File: src/hw/fsk_consts.vh
// constants for the flash security and key unlock block
`ifndef FSK_CONSTS_VH
`define FSK_CONSTS_VH

// ==========================================================================
// register indices (byte address on the bus is four times the index)
`define FSK_IDX_OPTION_WORK   16'h1821
`define FSK_IDX_FLASH_CONFIG  16'h1823
`define FSK_IDX_PROT_WORK     16'h1824
`define FSK_IDX_KEY_FIRST     16'hffb0
`define FSK_IDX_KEY_LAST      16'hffb7
`define FSK_IDX_NV_PROT       16'hffbd
`define FSK_IDX_NV_OPT        16'hffbf
`define FSK_IDX_SEC_STATUS    16'h1827

// ==========================================================================
// field positions
`define FSK_BIT_KEY_ENABLE    7
`define FSK_BIT_KEY_ACCESS    5
`define FSK_SEC_HI            1
`define FSK_SEC_LO            0
`define FSK_SEC_UNSECURED     2'h2
`define FSK_CONFIG_MASK       8'h20
`define FSK_OPT_MASK          8'hc3

// ==========================================================================
// bus answers and widths
`define FSK_ADDR_W            18
`define FSK_KEY_BYTES         8
`define FSK_RESP_OKAY         2'h0
`define FSK_RESP_SLVERR       2'h2
`define FSK_RESP_DECERR       2'h3
`define FSK_BYTE_RESET        8'h00

`endif

File: src/hw/fsk_byte_match.v
// one byte comparator of the backdoor key check
`timescale 1ns/10ps
`default_nettype none

module fsk_byte_match
#(
   parameter W = 8
)
(
   // operands
   input  wire [W-1:0] presented,
   input  wire [W-1:0] stored,
   // result
   output wire         equal
);

   // equality of one key byte
   assign equal = (presented == stored);

endmodule // fsk_byte_match

`default_nettype wire

File: src/hw/fsk_flash_security.v
// flash security option logic with backdoor key unlock and an AXI4-Lite slave
`include "fsk_consts.vh"
`timescale 1ns/10ps
`default_nettype none

module fsk_flash_security
#(
   parameter KEY_BYTES = `FSK_KEY_BYTES
)
(
   // clock, reset, enable
   input  wire                     clk,
   input  wire                     reset_n,
   input  wire                     clkEn,
   // nonvolatile contents from the flash array
   input  wire [8*KEY_BYTES-1:0]   nvKey,
   input  wire [7:0]               nv_protection_byte,
   input  wire [7:0]               nv_option_byte,
   // flash sequencer events and access origin
   input  wire                     massEraseDone,
   input  wire                     blankVerified,
   input  wire                     debugAccess,
   // write address channel
   input  wire                     s_axi_awvalid,
   output reg                      s_axi_awready,
   input  wire [`FSK_ADDR_W-1:0]   s_axi_awaddr,
   input  wire [2:0]               s_axi_awprot,
   // write data channel
   input  wire                     s_axi_wvalid,
   output reg                      s_axi_wready,
   input  wire [31:0]              s_axi_wdata,
   input  wire [3:0]               s_axi_wstrb,
   // write response channel
   output reg                      s_axi_bvalid,
   input  wire                     s_axi_bready,
   output reg  [1:0]               s_axi_bresp,
   // read address channel
   input  wire                     s_axi_arvalid,
   output reg                      s_axi_arready,
   input  wire [`FSK_ADDR_W-1:0]   s_axi_araddr,
   input  wire [2:0]               s_axi_arprot,
   // read data channel
   output reg                      s_axi_rvalid,
   input  wire                     s_axi_rready,
   output reg  [31:0]              s_axi_rdata,
   output reg  [1:0]               s_axi_rresp,
   // security and protection state
   output reg                      memSecure_r,
   output reg  [7:0]               protSetting_r
);

   // ========================================================================
   // state
   reg  [7:0]               optWork_r;        // option working register
   reg  [7:0]               protWork_r;       // protection working register
   reg  [7:0]               flashCfg_r;       // flash config, key access select
   reg                      keyUnlocked_r;    // key match seen since reset
   reg                      erased_r;         // mass erase done since reset
   reg                      eraseUnlocked_r;  // erase plus blank verify seen
   reg  [8*KEY_BYTES-1:0]   keyEntry_r;       // bytes presented so far
   reg  [KEY_BYTES-1:0]     keySeen_r;        // which bytes were presented
   reg                      keyCheck_r;       // all bytes in, compare now
   reg                      awHeld_r;
   reg                      wHeld_r;
   reg  [`FSK_ADDR_W-1:0]   awAddr_r;
   reg  [2:0]               awProt_r;
   reg  [31:0]              wData_r;
   reg  [3:0]               wStrb_r;

   wire [KEY_BYTES-1:0]     byteEq;
   wire                     keyMatch;
   wire [15:0]              wrIdx;
   wire [15:0]              rdIdx;
   wire                     keyEnabled;
   wire                     secFieldUnsec;
   wire                     unsecured;
   wire                     wrFire;
   wire [2:0]               keyOffset;
   wire                     wrIsKey;
   wire                     keyAllowed;

   reg  [1:0]               wrResp;
   reg  [31:0]              rdWord;
   reg  [1:0]               rdResp;

   // ========================================================================
   // key comparison, one comparator per byte
   genvar gi;
   generate
      for (gi = 0; gi < KEY_BYTES; gi = gi + 1)
      begin : gKeyByte
         fsk_byte_match #(.W(8)) uMatch
         (
            .presented (keyEntry_r[8*gi+7:8*gi]),
            .stored    (nvKey[8*gi+7:8*gi]),
            .equal     (byteEq[gi])
         );
      end
   endgenerate

   // every byte must agree
   assign keyMatch = &byteEq;

   // ========================================================================
   // decode and security state
   assign wrIdx         = awAddr_r[17:2];
   assign rdIdx         = s_axi_araddr[17:2];
   assign keyEnabled    = optWork_r[`FSK_BIT_KEY_ENABLE];
   assign secFieldUnsec = (optWork_r[`FSK_SEC_HI:`FSK_SEC_LO] == `FSK_SEC_UNSECURED);
   assign unsecured     = secFieldUnsec | keyUnlocked_r | eraseUnlocked_r;
   assign wrFire        = awHeld_r & wHeld_r & ~s_axi_bvalid;
   assign wrIsKey       = (wrIdx >= `FSK_IDX_KEY_FIRST) && (wrIdx <= `FSK_IDX_KEY_LAST);
   assign keyOffset     = wrIdx[2:0];
   // key path: enabled, selected, from secure code and never from debug
   assign keyAllowed    = keyEnabled
                          & flashCfg_r[`FSK_BIT_KEY_ACCESS]
                          & ~awProt_r[1]
                          & ~debugAccess;

   // ========================================================================
   // write response selection
   always @*
   begin
      wrResp = `FSK_RESP_OKAY;
      case (wrIdx)
         `FSK_IDX_OPTION_WORK,
         `FSK_IDX_FLASH_CONFIG,
         `FSK_IDX_PROT_WORK,
         `FSK_IDX_NV_PROT,
         `FSK_IDX_NV_OPT,
         `FSK_IDX_SEC_STATUS:
            wrResp = `FSK_RESP_OKAY;
         default:
         begin
            if (wrIsKey)
            begin
               if (!keyAllowed)
               begin
                  wrResp = `FSK_RESP_SLVERR;
               end
            end
            else
            begin
               wrResp = `FSK_RESP_DECERR;
            end
         end
      endcase
   end

   // ========================================================================
   // read data selection
   always @*
   begin
      rdWord = 32'h0000_0000;
      rdResp = `FSK_RESP_OKAY;
      case (rdIdx)
         `FSK_IDX_OPTION_WORK:
            rdWord = {24'h00_0000, optWork_r & `FSK_OPT_MASK};
         `FSK_IDX_FLASH_CONFIG:
            rdWord = {24'h00_0000, flashCfg_r};
         `FSK_IDX_PROT_WORK:
            rdWord = {24'h00_0000, protWork_r};
         `FSK_IDX_NV_PROT:
            rdWord = {24'h00_0000, nv_protection_byte};
         `FSK_IDX_NV_OPT:
            rdWord = {24'h00_0000, nv_option_byte};
         `FSK_IDX_SEC_STATUS:
            rdWord = {26'h000_0000, erased_r, eraseUnlocked_r, keyUnlocked_r,
                      keyEnabled, secFieldUnsec, ~unsecured};
         default:
         begin
            if ((rdIdx >= `FSK_IDX_KEY_FIRST) && (rdIdx <= `FSK_IDX_KEY_LAST))
            begin
               // key bytes stay hidden while the part is secured
               if (unsecured)
               begin
                  case (rdIdx[2:0])
                     3'h0:    rdWord = {24'h00_0000, nvKey[7:0]};
                     3'h1:    rdWord = {24'h00_0000, nvKey[15:8]};
                     3'h2:    rdWord = {24'h00_0000, nvKey[23:16]};
                     3'h3:    rdWord = {24'h00_0000, nvKey[31:24]};
                     3'h4:    rdWord = {24'h00_0000, nvKey[39:32]};
                     3'h5:    rdWord = {24'h00_0000, nvKey[47:40]};
                     3'h6:    rdWord = {24'h00_0000, nvKey[55:48]};
                     default: rdWord = {24'h00_0000, nvKey[63:56]};
                  endcase
               end
            end
            else
            begin
               rdResp = `FSK_RESP_DECERR;
            end
         end
      endcase
   end

   // ========================================================================
   // write address and data capture, in either order
   always @(posedge clk)
   begin
      if (!reset_n)
      begin
         awHeld_r      <= 1'b0;
         wHeld_r       <= 1'b0;
         awAddr_r      <= {`FSK_ADDR_W{1'b0}};
         awProt_r      <= 3'h0;
         wData_r       <= 32'h0000_0000;
         wStrb_r       <= 4'h0;
         s_axi_awready <= 1'b0;
         s_axi_wready  <= 1'b0;
         s_axi_bvalid  <= 1'b0;
         s_axi_bresp   <= `FSK_RESP_OKAY;
      end
      else if (clkEn)
      begin
         s_axi_awready <= ~awHeld_r & ~s_axi_awready & s_axi_awvalid;
         s_axi_wready  <= ~wHeld_r & ~s_axi_wready & s_axi_wvalid;
         if (s_axi_awvalid && s_axi_awready)
         begin
            awHeld_r <= 1'b1;
            awAddr_r <= s_axi_awaddr;
            awProt_r <= s_axi_awprot;
         end
         if (s_axi_wvalid && s_axi_wready)
         begin
            wHeld_r <= 1'b1;
            wData_r <= s_axi_wdata;
            wStrb_r <= s_axi_wstrb;
         end
         if (wrFire)
         begin
            s_axi_bvalid <= 1'b1;
            s_axi_bresp  <= wrResp;
         end
         else if (s_axi_bvalid && s_axi_bready)
         begin
            s_axi_bvalid <= 1'b0;
            awHeld_r     <= 1'b0;
            wHeld_r      <= 1'b0;
         end
      end
   end

   // ========================================================================
   // read channel, one cycle answer
   always @(posedge clk)
   begin
      if (!reset_n)
      begin
         s_axi_arready <= 1'b0;
         s_axi_rvalid  <= 1'b0;
         s_axi_rdata   <= 32'h0000_0000;
         s_axi_rresp   <= `FSK_RESP_OKAY;
      end
      else if (clkEn)
      begin
         s_axi_arready <= ~s_axi_arready & ~s_axi_rvalid & s_axi_arvalid;
         if (s_axi_arvalid && s_axi_arready)
         begin
            s_axi_rvalid <= 1'b1;
            s_axi_rdata  <= rdWord;
            s_axi_rresp  <= rdResp;
         end
         else if (s_axi_rvalid && s_axi_rready)
         begin
            s_axi_rvalid <= 1'b0;
         end
      end
   end

   // ========================================================================
   // working registers, loaded from the nonvolatile bytes at every reset; flash config cleared to zero
   always @(posedge clk)
   begin
      if (!reset_n)
      begin
         optWork_r  <= nv_option_byte;
         protWork_r <= nv_protection_byte;
         flashCfg_r <= `FSK_BYTE_RESET;
      end
      else if (clkEn && wrFire && wStrb_r[0])
      begin
         if (wrIdx == `FSK_IDX_FLASH_CONFIG)
         begin
            flashCfg_r <= wData_r[7:0] & `FSK_CONFIG_MASK;
         end
         if (wrIdx == `FSK_IDX_PROT_WORK)
         begin
            protWork_r <= wData_r[7:0];
         end
      end
   end

   // ========================================================================
   // backdoor key entry and comparison
   always @(posedge clk)
   begin
      if (!reset_n)
      begin
         keyEntry_r    <= {8*KEY_BYTES{1'b0}};
         keySeen_r     <= {KEY_BYTES{1'b0}};
         keyCheck_r    <= 1'b0;
         keyUnlocked_r <= 1'b0;
      end
      else if (clkEn)
      begin
         if (keyCheck_r)
         begin
            // a complete attempt is judged once, then entry starts over
            if (keyMatch && keyEnabled)
            begin
               keyUnlocked_r <= 1'b1;
            end
            keySeen_r  <= {KEY_BYTES{1'b0}};
            keyCheck_r <= 1'b0;
         end
         else if (&keySeen_r)
         begin
            keyCheck_r <= 1'b1;
         end
         else if (wrFire && wrIsKey && keyAllowed && wStrb_r[0])
         begin
            case (keyOffset)
               3'h0:    keyEntry_r[7:0]   <= wData_r[7:0];
               3'h1:    keyEntry_r[15:8]  <= wData_r[7:0];
               3'h2:    keyEntry_r[23:16] <= wData_r[7:0];
               3'h3:    keyEntry_r[31:24] <= wData_r[7:0];
               3'h4:    keyEntry_r[39:32] <= wData_r[7:0];
               3'h5:    keyEntry_r[47:40] <= wData_r[7:0];
               3'h6:    keyEntry_r[55:48] <= wData_r[7:0];
               default: keyEntry_r[63:56] <= wData_r[7:0];
            endcase
            keySeen_r[keyOffset] <= 1'b1;
         end
      end
   end

   // ========================================================================
   // mass erase then blank verify releases security without the key
   always @(posedge clk)
   begin
      if (!reset_n)
      begin
         erased_r        <= 1'b0;
         eraseUnlocked_r <= 1'b0;
      end
      else if (clkEn)
      begin
         if (massEraseDone)
         begin
            erased_r <= 1'b1;
         end
         if (erased_r && blankVerified)
         begin
            eraseUnlocked_r <= 1'b1;
         end
      end
   end

   // ========================================================================
   // registered security and protection outputs
   always @(posedge clk)
   begin
      if (!reset_n)
      begin
         memSecure_r   <= 1'b1;
         protSetting_r <= `FSK_BYTE_RESET;
      end
      else if (clkEn)
      begin
         memSecure_r   <= ~unsecured;
         protSetting_r <= protWork_r;
      end
   end

endmodule // fsk_flash_security

`default_nettype wire

File: config.mk
export PLATFORM = sky130hd
export DESIGN_NAME = fsk_flash_security
export DESIGN_NICKNAME = d
export VERILOG_FILES = /design/src/hw/fsk_byte_match.v /design/src/hw/fsk_flash_security.v
export VERILOG_INCLUDE_DIRS = /design/src /design/src/hw
export SDC_FILE = /design/constraint.sdc
export NUM_CORES = 1
export LEC_CHECK = 0
export BUFFER_PORTS_ARGS = -buffer_cell sky130_fd_sc_hd__buf_2
export CAP_MARGIN = 20
export CORE_MARGIN = 4
export CORE_UTILIZATION = 42
export DETAILED_ROUTE_END_ITERATION = 10
export PLACE_DENSITY = 0.69
export SLEW_MARGIN = 10
export SYNTH_ARGS = -nofsm -noshare
export SYNTH_HDL_FRONTEND = slang
export SYNTH_SLANG_ARGS = --single-unit
File: constraint.sdc
create_clock -name clk -period 3.5 [get_ports clk]
set_clock_uncertainty 0.2 [all_clocks]
set_input_delay 0.7 -clock clk [delete_from_list [all_inputs] [get_ports clk]]
set_output_delay 0.7 -clock clk [all_outputs]
set_load 0.005 [all_outputs]
==> results of run 1 <==
-- routing by layer --
metal / track usage (%) / part of all wire, %
met2: 35.6 / 46
met4: 7.70 / 2.1
met1: 32.0 / 44
met3: 4.24 / 8.3
met5: 0 / 0
-- final timing paths --
kind	from	end	slack, ps	cells past startpoint
setup / recovery	awAddr_r[3]	keyEntry_r[9]	650	5
hold reg to reg	awAddr_r[7]	awAddr_r[7]	260	2
setup reg to reg	awAddr_r[3]	keyEntry_r[9]	650	5
hold / removal	awAddr_r[7]	awAddr_r[7]	260	2
-- critical path: stages (launching register included) --
cell                      delay, ps
sky130_fd_sc_hd__dfxtp_1        530
sky130_fd_sc_hd__nand3_4        180
sky130_fd_sc_hd__a31o_1         300
sky130_fd_sc_hd__or4_4          770
sky130_fd_sc_hd__nor2_4         460
sky130_fd_sc_hd__mux2i_1        290
-- per-stage QoR --
| step | total power, uW | cell area (sq um) | worst slack (ps) | hold WS (ps) | utilization (%) |
|---|---|---|---|---|---|
| final | 3810 | 8810 | 652 | 256 | 50.9 |
| after global routing | 3920 | 8810 | 535 | 266 | 50.9 |
| after floorplan | 1920 | 7500 | 970 | 225 | - |
| after detailed placement | 2080 | 8240 | 544 | 243 | 47.6 |
| after CTS | 3820 | 8810 | 648 | 255 | 50.9 |
| after global placement | 2070 | 8240 | 601 | 235 | 47.6 |
-- power by group --
group	leakage, uW	switching [uW]	total, uW	internal, uW
clock network	0.000289	719	1760	1040
registers	0.00117	21.1	1690	1670
logic	0.00194	212	362	149
total	0.00340	952	3810	2860
-- layout by cell type, fill, tap and decap left out, types with 21 or more instances in the layout --
cell type,Yosys,routed
sky130_fd_sc_hd__dfxtp_1,130,130
sky130_fd_sc_hd__buf_2,5,158
sky130_fd_sc_hd__nand4_1,33,33
sky130_fd_sc_hd__inv_1,28,27
sky130_fd_sc_hd__mux2i_1,71,71
sky130_fd_sc_hd__nand2_1,139,139
sky130_fd_sc_hd__nor2_1,31,31
sky130_fd_sc_hd__conb_1,1,24
sky130_fd_sc_hd__xnor2_1,37,37
sky130_fd_sc_hd__o21ai_0,28,28
sky130_fd_sc_hd__o31ai_1,21,21
sky130_fd_sc_hd__a21oi_1,51,51
-- registers in the layout (all words and copies together) (netlist names), 2 cells and up --
| signal | cells |
|---|---|
| awAddr_r | 16 |
| wData_r | 8 |
| optWork_r | 4 |
| s_axi_bresp | 2 |
| protSetting_r | 8 |
| protWork_r | 8 |
| keyEntry_r | 64 |
| s_axi_rdata | 8 |
| keySeen_r | 8 |
-- logic make-up (layout without fill, tap and decap cells) --
group	Yosys count	after routing	synth area share, %
AO/OA/AOI/OAI	172	172	15.1
XOR/XNOR	43	43	5.08
buffers and inverters	105	230	7.09
flip-flops	142	142	40.0
multiplexers	82	82	11.9
other	1	24	0.0506
AND/OR/NAND/NOR	298	298	20.8
-- area by class of cell --
cell class	count	area, sq um
flip-flops and latches	142	2960
fillers	1687	8480
multi-input cells	619	4010
inverters	29	109
clock inverters	9	55.1
clock buffers	23	520
repair buffers	169	873
well taps	225	282
==> impl_metrics.sql, run 1 <==
INSERT INTO impl_metrics (metric_group, metric, value, unit) VALUES
('logic_synthesis', 'postSynthAreaPerCell', '8.79', 'sq um'),
('timing', 'timing.max_slew.rel_slack', '44.7', '%'),
('logic_synthesis', 'yosysSeqAreaShare', '40.0', '%'),
('timing', 'setup_viol', '0', ''),
('floorplan', 'ios', '219', ''),
('logic_synthesis', 'ys_top_cells_by_count', 'sky130_fd_sc_hd__nand2_1, sky130_fd_sc_hd__dfxtp_1, sky130_fd_sc_hd__mux2i_1', ''),
('floorplan', 'dieWidth', '141', 'um'),
('cts', 'tritoncts', 'yes', ''),
('critical_path', 'timing.critical_path.to_type', 'flop', ''),
('critical_path', 'setup.worst_path.class', 'reg2reg', ''),
('timing', 'fin_tns_setup', '0', 'ps'),
('cells_and_area', 'share_of_final_layout_standard_cells_stronger_than_drive_strength_1', '22.6', '%'),
('power', 'p_leak', '0.00340', 'uW'),
('logic_synthesis', 'synthCells', '843', ''),
('timing', 'finalMaxSlewViolations', '0', ''),
('timing', 'period_minus_slack', '2850', 'ps'),
('global_route', 'grt.total_usage', '22.9', '%'),
('logic_synthesis', 'synth_largest_area_cell', 'sky130_fd_sc_hd__dfxtp_1', ''),
('cts', 'tritoncts_num_sinks', '142', ''),
('power', 'power-per-cell-area', '432', 'nW/um^2'),
('logic_synthesis', 'synth_seq_cells', '142', ''),
('global_route', 'grt_start_max_net_pins', '43', ''),
('outcome', 'run_status', 'complete, no violations', ''),
('routing', 'detailedRoute.firstIterationViolations', '644', ''),
('logic_synthesis', 'async_reset_ff_share', '0', '%'),
('placed_design', 'number_of_instances_in_the_placed_design', '1184', ''),
('routing', 'detailed_route_vias_per_instance', '5.60', ''),
('power', 'peak_supply_drop', '0.345', 'mV'),
('placed_design', 'port_buffers', '158', ''),
('critical_path', 'cp_data_arrival_time', '2980', 'ps'),
('floorplan', 'floorplan.initialDensity', '42.9', '%'),
('cts', 'clock_tree.htree_level_count', '4', ''),
('floorplan', 'fp-row-count', '48', ''),
('placed_design', 'half_perimeter_wire_length_of_the_detailed_placement_result', '17000', 'um'),
('routing', 'detail_route.wl_per_cell', '19.3', 'um'),
('floorplan', 'die-area', '19800', 'sq um'),
('timing', 'finalHoldViolCount', '0', ''),
('cts', 'cts_root_buf', 'sky130_fd_sc_hd__clkbuf_16', ''),
('critical_path', 'crit_fanout', '22', ''),
('global_route', 'grt_first_pass_wirelength', '35300', 'um'),
('cts', 'cts_hold_buf', '0', ''),
('cts', 'clock_path_buffers', '2', ''),
('logic_synthesis', 'synth_enable_flop_cells', '12', ''),
('critical_path', 'worstSetupStartpointType', 'flop', ''),
('cts', 'later_pin_clock_latency_in_the_skew_report', '430', 'ps'),
('min_path', 'holdCritPathClass', 'reg2reg', ''),
('logic_synthesis', 'yosys_warnings', '0', ''),
('logic_synthesis', 'netlist-cell-type-count', '65', ''),
('global_route', 'antenna_found_initial', '0', ''),
('logic_synthesis', 'synth.cell_area', '7410', 'sq um'),
('routing', 'route.detailed.drc', '0', ''),
('global_route', 'first_global_vias', '6339', ''),
('routing', 'detail_route.wirelength', '23400', 'um'),
('logic_synthesis', 'post-synth-top-count-cell', 'sky130_fd_sc_hd__nand2_1', ''),
('timing', 'rsz0062_at_grt', 'no', ''),
('global_route', 'grt_overflow', '0', ''),
('routing', 'antenna_violating_nets_post_route', '0', ''),
('critical_path', 'critPathRequiredTime', '3630', 'ps'),
('routing', 'dr_total_vias', '6807', ''),
('cts', 'cts_setup_buffers', '0', ''),
('job', 'maxCapViolations', '0', ''),
('cells_and_area', 'design.final.nets', '1147', ''),
('floorplan', 'core_region_area', '17300', 'sq um'),
('floorplan', 'fp.dieH', '141', 'um'),
('timing', 'worst_pin_slew', '827', 'ps'),
('logic_synthesis', 'ys.flop_type', 'sky130_fd_sc_hd__dfxtp_1', ''),
('cells_and_area', 'insertedDiodeCount', '0', ''),
('routing', 'detailedRoute.firstPassIterationCount', '5', ''),
('timing', 'max_clock_freq', '351', 'MHz'),
('cells_and_area', 'final_cell_count_no_fill', '1216', ''),
('placed_design', 'place_congestion', '0.972', ''),
('timing', 'min_period_over_period', '81.4', '%'),
('cts', 'cts_repair_resize_count', '0', ''),
('logic_synthesis', 'synthDominantCellAreaShare', '35.1', '%'),
('logic_synthesis', 'cell_types_with_the_largest_area_share_after_synthesis', 'sky130_fd_sc_hd__dfxtp_1, sky130_fd_sc_hd__mux2i_1, sky130_fd_sc_hd__nand2_1', ''),
('cells_and_area', 'area.growth.synth_to_final', '18.9', '%'),
('cts', 'numCtsBuffers', '17', ''),
('cts', 'clkSlewWorstSetupHoldPaths', '60', 'ps');
(Power assumes the default switching activity.)
==> inputs of run 2 (changes only) <==
ABC_AREA = 1   (was unset)
PLACE_DENSITY = 0.68   (was 0.69)
clock period = 2.8 ns   (was 3.5 ns; I/O delays follow)
==> run 2 against run 1 <==
  * Global-route usage down 0.68 points
  * Clock-buffer cell count is 2 lower
  * Sequential power grew 27%
  * Worst hold slack worse by 110 ps
  * Clock power increased by 28%
  * Cell count grew 44%
  * First-iteration DRC count increased by 16%
  * Sequential cell count did not move
  * Maximum frequency up 21%
  * Setup slack got worse by 210 ps
  * Non-clock buffer count up 9
==> impl_metrics.sql, run 2 <==
INSERT INTO impl_metrics (metric_group, metric, value, unit) VALUES
('outcome', 'run_status', 'complete, no violations', ''),
('global_route', 'grt_first_pass_wirelength', '38200', 'um'),
('cells_and_area', 'layout.filler_cells', '1983', ''),
('cells_and_area', 'post-route-cell-area', '9650', 'sq um'),
('timing', 'worst_pin_slew', '722', 'ps'),
('cts', 'clock_path_buffers', '2', ''),
('routing', 'detail_route.wl_per_cell', '14.2', 'um'),
('cts', 'numCtsBuffers', '17', ''),
('global_route', 'first_global_vias', '7414', ''),
('routing', 'detail_route.wirelength', '24800', 'um'),
('critical_path', 'path_buf_inv', '1', ''),
('timing', 'timing.max_slew.rel_slack', '51.8', '%'),
('critical_path', 'crit_fanout', '16', ''),
('cells_and_area', 'area.growth.synth_to_final', '18.1', '%'),
('cells_and_area', 'design.final.nets', '1641', ''),
('critical_path', 'worstSetupStartpointType', 'flop', ''),
('cts', 'later_pin_clock_latency_in_the_skew_report', '430', 'ps'),
('critical_path', 'worst-r2r-setup-slack', '440', 'ps'),
('floorplan', 'fp.dieH', '147', 'um'),
('critical_path', 'setup.worst_path.class', 'reg2reg', ''),
('min_path', 'worst_hold_startpoint', 'nv_option_byte[6]', ''),
('timing', 'rsz0062_at_grt', 'no', ''),
('critical_path', 'timing.critical_path.max_delay_family', 'simple AND/OR/NAND/NOR gates', ''),
('logic_synthesis', 'netlist-cell-type-count', '38', ''),
('critical_path', 'critical-path-max-stage-delay', '460', 'ps'),
('global_route', 'grt_start_max_net_pins', '58', ''),
('routing', 'antenna_violating_nets_post_route', '0', ''),
('cts', 'tritoncts_num_sinks', '142', ''),
('timing', 'setup_viol', '0', ''),
('cells_and_area', 'layout_common_cells', 'sky130_fd_sc_hd__nand2_1, sky130_fd_sc_hd__nor2_1, sky130_fd_sc_hd__inv_1', ''),
('logic_synthesis', 'synth.cell_area', '8170', 'sq um'),
('cts', 'cts_root_buf', 'sky130_fd_sc_hd__clkbuf_16', ''),
('floorplan', 'die-area', '21800', 'sq um'),
('cells_and_area', 'largest_reg_flops', '64', ''),
('cts', 'clkSlewWorstSetupHoldPaths', '60', 'ps'),
('job', 'maxCapViolations', '0', ''),
('power', 'p_leak', '0.00507', 'uW'),
('critical_path', 'critPathRequiredTime', '2920', 'ps'),
('logic_synthesis', 'yosysSeqAreaShare', '36.3', '%'),
('placed_design', 'half_perimeter_wire_length_of_the_detailed_placement_result', '18700', 'um'),
('min_path', 'holdCritPathClass', 'in2reg', ''),
('cts', 'cts_setup_buffers', '0', ''),
('timing', 'fin_tns_setup', '0', 'ps'),
('routing', 'route.detailed.drc', '0', ''),
('floorplan', 'fp-row-count', '50', ''),
('critical_path', 'crit_path_cell_trace', 'inv_2 -> nor2_4 -> o21ai_2 -> nor3_4 -> nand4_2 -> nor2_1 -> nor2_1', ''),
('routing', 'detailed_route_vias_per_instance', '4.80', ''),
('floorplan', 'dieWidth', '147', 'um'),
('logic_synthesis', 'synth_seq_cells', '142', ''),
('logic_synthesis', 'synthCells', '1321', ''),
('cts', 'clock_tree.htree_level_count', '4', ''),
('cts', 'cts_repair_resize_count', '0', ''),
('logic_synthesis', 'synth_largest_area_cell', 'sky130_fd_sc_hd__dfxtp_1', ''),
('logic_synthesis', 'async_reset_ff_share', '0', '%'),
('timing', 'finalHoldViolCount', '0', ''),
('logic_synthesis', 'synth_enable_flop_cells', '12', ''),
('critical_path', 'critical-path-slowest-cell', 'sky130_fd_sc_hd__nor3_4', ''),
('critical_path', 'worstRegToRegCells', '7', ''),
('logic_synthesis', 'yosys_warnings', '0', ''),
('power', 'total_power', '4850', 'uW'),
('global_route', 'grt.total_usage', '22.2', '%'),
('logic_synthesis', 'synthDominantCellAreaShare', '31.8', '%'),
('min_path', 'min_delay_worst_endpoint', 'optWork_r[6]', ''),
('cells_and_area', 'layout_top_registers', 'keyEntry_r x64, awAddr_r x16', ''),
('floorplan', 'ios', '219', ''),
('floorplan', 'floorplan.initialDensity', '43.3', '%'),
('min_path', 'min_delay_path_depth', '1', ''),
('power', 'peak_supply_drop', '0.418', 'mV'),
('logic_synthesis', 'ys.flop_type', 'sky130_fd_sc_hd__dfxtp_1', ''),
('critical_path', 'cp_data_arrival_time', '2470', 'ps'),
('floorplan', 'core_region_area', '18900', 'sq um'),
('placed_design', 'post_dp_cell_area', '9060', 'sq um'),
('power', 'power-per-cell-area', '503', 'nW/um^2'),
('critical_path', 'critical_path.reg2reg.startpoint', 'awAddr_r[4]', ''),
('timing', 'min_period_over_period', '84.2', '%'),
('routing', 'detailedRoute.firstPassIterationCount', '5', ''),
('global_route', 'antenna_found_initial', '1', ''),
('cts', 'cts_hold_buf', '0', ''),
('routing', 'detailedRoute.firstIterationViolations', '746', ''),
('critical_path', 'r2r-end', 'keyEntry_r[2]', ''),
('placed_design', 'port_buffers', '158', ''),
('cells_and_area', 'share_of_final_layout_standard_cells_stronger_than_drive_strength_1', '15.1', '%'),
('cts', 'tritoncts', 'yes', ''),
('critical_path', 'critPathMostFrequentCell', 'sky130_fd_sc_hd__nor2_1', ''),
('logic_synthesis', 'postSynthAreaPerCell', '6.19', 'sq um'),
('cells_and_area', 'registers.top_by_ff_count', 'keyEntry_r', ''),
('timing', 'finalMaxSlewViolations', '0', ''),
('timing', 'period_minus_slack', '2360', 'ps'),
('critical_path', 'timing.critical_path.to_type', 'flop', ''),
('cells_and_area', 'finish.utilization', '51.1', '%'),
('logic_synthesis', 'cell_types_with_the_largest_area_share_after_synthesis', 'sky130_fd_sc_hd__dfxtp_1, sky130_fd_sc_hd__nand2_1, sky130_fd_sc_hd__nor2_1', ''),
('timing', 'max_clock_freq', '424', 'MHz'),
('logic_synthesis', 'post-synth-top-count-cell', 'sky130_fd_sc_hd__nand2_1', ''),
('routing', 'dr_total_vias', '8384', ''),
('placed_design', 'place_congestion', '0.942', ''),
('logic_synthesis', 'ys_top_cells_by_count', 'sky130_fd_sc_hd__nand2_1, sky130_fd_sc_hd__nor2_1, sky130_fd_sc_hd__inv_1', ''),
('global_route', 'grt_overflow', '0', ''),
('cells_and_area', 'mostFrequentLayoutCell', 'sky130_fd_sc_hd__nand2_1', '');
==> run 2: changes by cell type after synthesis, sizes merged, moves of 20 or more <==
cell | previous run | this run
inv | 28 | 184
mux2i | 71 | 0
nand2 | 139 | 402
nand3 | 11 | 49
nor2 | 37 | 252
o21ai | 28 | 74
o31ai | 21 | 1
xnor2 | 37 | 8
==> run 2: power by group <==
group          switching [uW]  leakage [uW]  internal (uW)
Combinational             288       0.00361            170
Sequential               45.9       0.00117           2090
Clock                     919      0.000289           1340
==> run 2: final cells by class <==
type                            instances  area, sq um  area share (%)
Multi-Input combinational cell        947         4120            42.7
Sequential cell                       142         2960            30.7
Timing Repair Buffer                  178          953            9.88
Inverter                              186          698            7.24
Clock buffer                           21          483            5.01
Tap cell                              260          325            3.37
Clock inverter                         11          103            1.06
Antenna cell                            1         2.50          0.0259
==> run 2: worst max-delay path by stage <==
| stage | startpoint | to | slack [ps] | cells past startpoint |
|---|---|---|---|---|
| after floorplan | awAddr_r[4] | protWork_r[0] | 700 | 4 |
| after global placement | clkEn | keyEntry_r[4] | 270 | 6 |
| after detailed placement | clkEn | keyEntry_r[2] | 180 | 6 |
| after CTS | awAddr_r[4] | keyEntry_r[2] | 430 | 7 |
| after global routing | s_axi_bvalid | keyEntry_r[2] | 150 | 7 |
| final | awAddr_r[4] | keyEntry_r[2] | 440 | 7 |
==> run 2: routing by layer <==
metal / wire length, um / global-route usage, % / vias up / share of wire, %
li1: - / - / 4333 / -
met2: 11200 / 34.9 / 323 / 45
met3: 1860 / 3.92 / 61 / 7.5
met5: 0 / 0 / - / 0
met1: 10900 / 29.9 / 3667 / 44
met4: 839 / 10.0 / 0 / 3.4
==> run 2: cell families after synthesis <==
logic type,Yosys count,synth area share (%)
AND/OR/NAND/NOR,763,38.5
buffers and inverters,255,14.4
AO/OA/AOI/OAI,148,9.51
flip-flops,142,36.3
XOR/XNOR,12,1.29
other,1,0.0459
==> run 2: stage by stage <==
| stage | std cells | hold slack, ps | setup slack, ps |
|---|---|---|---|
| final | 1746 | 142 | 443 |
| after detailed placement | 1713 | 240 | 178 |
| after global routing | 1746 | 121 | 151 |
| after global placement | 1713 | 234 | 272 |
| after floorplan | 1344 | 224 | 697 |
| after CTS | 1745 | 119 | 434 |
==> inputs of run 3 (changes only) <==
PLACE_DENSITY = 0.71   (was 0.68)
clock period = 2.1 ns   (was 2.8 ns; I/O delays follow)
==> run 3 against run 2 <==
  * Register-to-register slack lost 280 ps
  * Sequential power up 33%
  * Core utilization increased by 1.6 points
  * Worst hold slack got worse by 87 ps
  * Critical endpoint is now keyEntry_r[9]
==> impl_metrics.sql, run 3 (same netlist as run 2, synthesis figures left out) <==
INSERT INTO impl_metrics (metric_group, metric, value, unit) VALUES
('min_path', 'holdCritPathClass', 'in2reg', ''),
('cells_and_area', 'multiInputGateArea', '4140', 'sq um'),
('timing', 'period_minus_slack', '1940', 'ps'),
('cells_and_area', 'layout_common_cells', 'sky130_fd_sc_hd__nand2_1, sky130_fd_sc_hd__nor2_1, sky130_fd_sc_hd__inv_1', ''),
('floorplan', 'ios', '219', ''),
('timing', 'finalHoldViolCount', '0', ''),
('global_route', 'grt_first_pass_wirelength', '38900', 'um'),
('timing', 'fin_tns_setup', '0', 'ps'),
('routing', 'detailed_route_vias_per_instance', '4.81', ''),
('cells_and_area', 'largest_reg_flops', '64', ''),
('outcome', 'run_status', 'complete, no violations', ''),
('cells_and_area', 'finish.utilization', '52.6', '%'),
('critical_path', 'crit_path_cell_trace', 'nand2_2 -> nor2_4 -> o21ai_2 -> nor3_4 -> buf_12 -> nand4_2 -> buf_12 -> nor2_1 -> nor2_1', ''),
('cells_and_area', 'layout.filler_cells', '1928', ''),
('power', 'peak_supply_drop', '0.508', 'mV'),
('critical_path', 'cp_data_arrival_time', '2050', 'ps'),
('placed_design', 'place_congestion', '0.950', ''),
('critical_path', 'worstSetupStartpointType', 'flop', ''),
('critical_path', 'timing.critical_path.to_type', 'flop', ''),
('timing', 'min_period_over_period', '92.4', '%'),
('routing', 'detailedRoute.firstIterationViolations', '636', ''),
('power', 'p_leak', '0.00522', 'uW'),
('cells_and_area', 'mostFrequentLayoutCell', 'sky130_fd_sc_hd__nand2_1', ''),
('cts', 'clock_tree.htree_level_count', '4', ''),
('cts', 'clkSlewWorstSetupHoldPaths', '60', 'ps'),
('cells_and_area', 'design.final.nets', '1667', ''),
('floorplan', 'fp.dieH', '147', 'um'),
('routing', 'dr_total_vias', '8530', ''),
('timing', 'finalMaxSlewViolations', '0', ''),
('critical_path', 'critPathRequiredTime', '2210', 'ps'),
('routing', 'detail_route.wirelength', '24900', 'um'),
('cells_and_area', 'area.growth.synth_to_final', '21.7', '%'),
('global_route', 'grt_overflow', '0', ''),
('timing', 'worst_pin_slew', '732', 'ps'),
('routing', 'detailedRoute.firstPassIterationCount', '5', ''),
('floorplan', 'core_region_area', '18900', 'sq um'),
('critical_path', 'setup.worst_path.class', 'reg2reg', ''),
('routing', 'detail_route.wl_per_cell', '14.1', 'um'),
('cts', 'tritoncts', 'yes', ''),
('floorplan', 'die-area', '21800', 'sq um'),
('critical_path', 'timing.critical_path.max_delay_family', 'simple AND/OR/NAND/NOR gates', ''),
('critical_path', 'crit_fanout', '16', ''),
('cts', 'clock_path_buffers', '2', ''),
('floorplan', 'floorplan.initialDensity', '43.3', '%'),
('critical_path', 'critical-path-slowest-cell', 'sky130_fd_sc_hd__dfxtp_1', ''),
('cts', 'numCtsBuffers', '17', ''),
('cells_and_area', 'layout_top_registers', 'keyEntry_r x64, awAddr_r x16', ''),
('cts', 'tritoncts_num_sinks', '142', ''),
('critical_path', 'path_buf_inv', '2', ''),
('cells_and_area', 'share_of_final_layout_standard_cells_stronger_than_drive_strength_1', '16.3', '%'),
('cells_and_area', 'registers.top_by_ff_count', 'keyEntry_r', ''),
('cts', 'cts_root_buf', 'sky130_fd_sc_hd__clkbuf_16', ''),
('timing', 'timing.max_slew.rel_slack', '51.2', '%'),
('floorplan', 'dieWidth', '147', 'um'),
('placed_design', 'port_buffers', '158', ''),
('critical_path', 'critical-path-max-stage-delay', '380', 'ps'),
('placed_design', 'half_perimeter_wire_length_of_the_detailed_placement_result', '18900', 'um'),
('global_route', 'grt.total_usage', '22.4', '%'),
('timing', 'max_clock_freq', '515', 'MHz'),
('global_route', 'first_global_vias', '7806', ''),
('job', 'maxCapViolations', '0', ''),
('power', 'power-per-cell-area', '638', 'nW/um^2'),
('cts', 'later_pin_clock_latency_in_the_skew_report', '420', 'ps'),
('timing', 'setup_viol', '0', ''),
('timing', 'rsz0062_at_grt', 'no', ''),
('floorplan', 'fp-row-count', '50', ''),
('routing', 'antenna_violating_nets_post_route', '0', ''),
('routing', 'route.detailed.drc', '0', ''),
('global_route', 'antenna_found_initial', '1', ''),
('cells_and_area', 'area.sequential', '2960', 'sq um'),
('global_route', 'grt_start_max_net_pins', '63', '');
[run 3: changes by cell type in the layout (fill, tap and decap cells not counted), sizes merged]
cell / before / now
buf: 178 / 199
clkbuf: 21 / 19
clkinv: 6 / 10
dlygate4sd3: 0 / 4
inv: 189 / 187
nand4: 35 / 36
[run 3: power by group]
group	internal, uW	leakage [uW]	switching [uW]
Combinational	251	0.00379	402
Clock	1630	0.000265	1230
Sequential	2790	0.00117	45.0
[run 3: final cells by class]
class	count	area share, %
diodes	1	0.0252
clock buffers	19	4.35
clock inverters	13	1.16
inverters	186	7.02
multi-input cells	948	41.7
flip-flops and latches	142	29.8
well taps	260	3.27
repair buffers	203	12.7
[run 3: per-stage QoR]
stage / cell area [sq um] / instances / hold WS, ps / total power (uW) / setup slack, ps
floorplan: 8260 / 1344 / 224 / 3230 / 126
global placement: 9330 / 1734 / 231 / 3530 / 104
detailed placement: 9330 / 1734 / 235 / 3530 / 83.2
CTS: 9890 / 1767 / 6.11 / 6370 / 156
global route: 9940 / 1772 / 58.0 / 6600 / 8.89
finish: 9940 / 1772 / 55.3 / 6350 / 159
[run 3: final timing paths]
kind                                    start            end  slack (ps)  cells past startpoint
worst max-delay path              awAddr_r[2]  keyEntry_r[9]         160                      9
worst min-delay path            massEraseDone       erased_r          60                      3
worst max register to register    awAddr_r[2]  keyEntry_r[9]         160                      9
worst min register to register    awProt_r[1]    awProt_r[1]         240                      2
[run 3: metal layers]
layer	global-route usage [%]	wire, um	vias up
met2	37.1	11300	307
met4	8.15	856	0
met5	0	0	-
met3	5.40	1960	57
li1	-	-	4386
met1	28.6	10800	3780
[run 3: worst min-delay path, delay by kind of cell]
kind                   cells  cell delay, ps
buffers and inverters      1              70
AOI/OAI and AO/OA          1              50
and+or+nand+nor            1              90
[run 3: what timing repair did]
item,in CTS,in global routing
endpoints found under the setup margin,0,1
buffers inserted,0,0
resized for setup,0,2
hold endpoints to repair,1,3
hold buffers,1,3
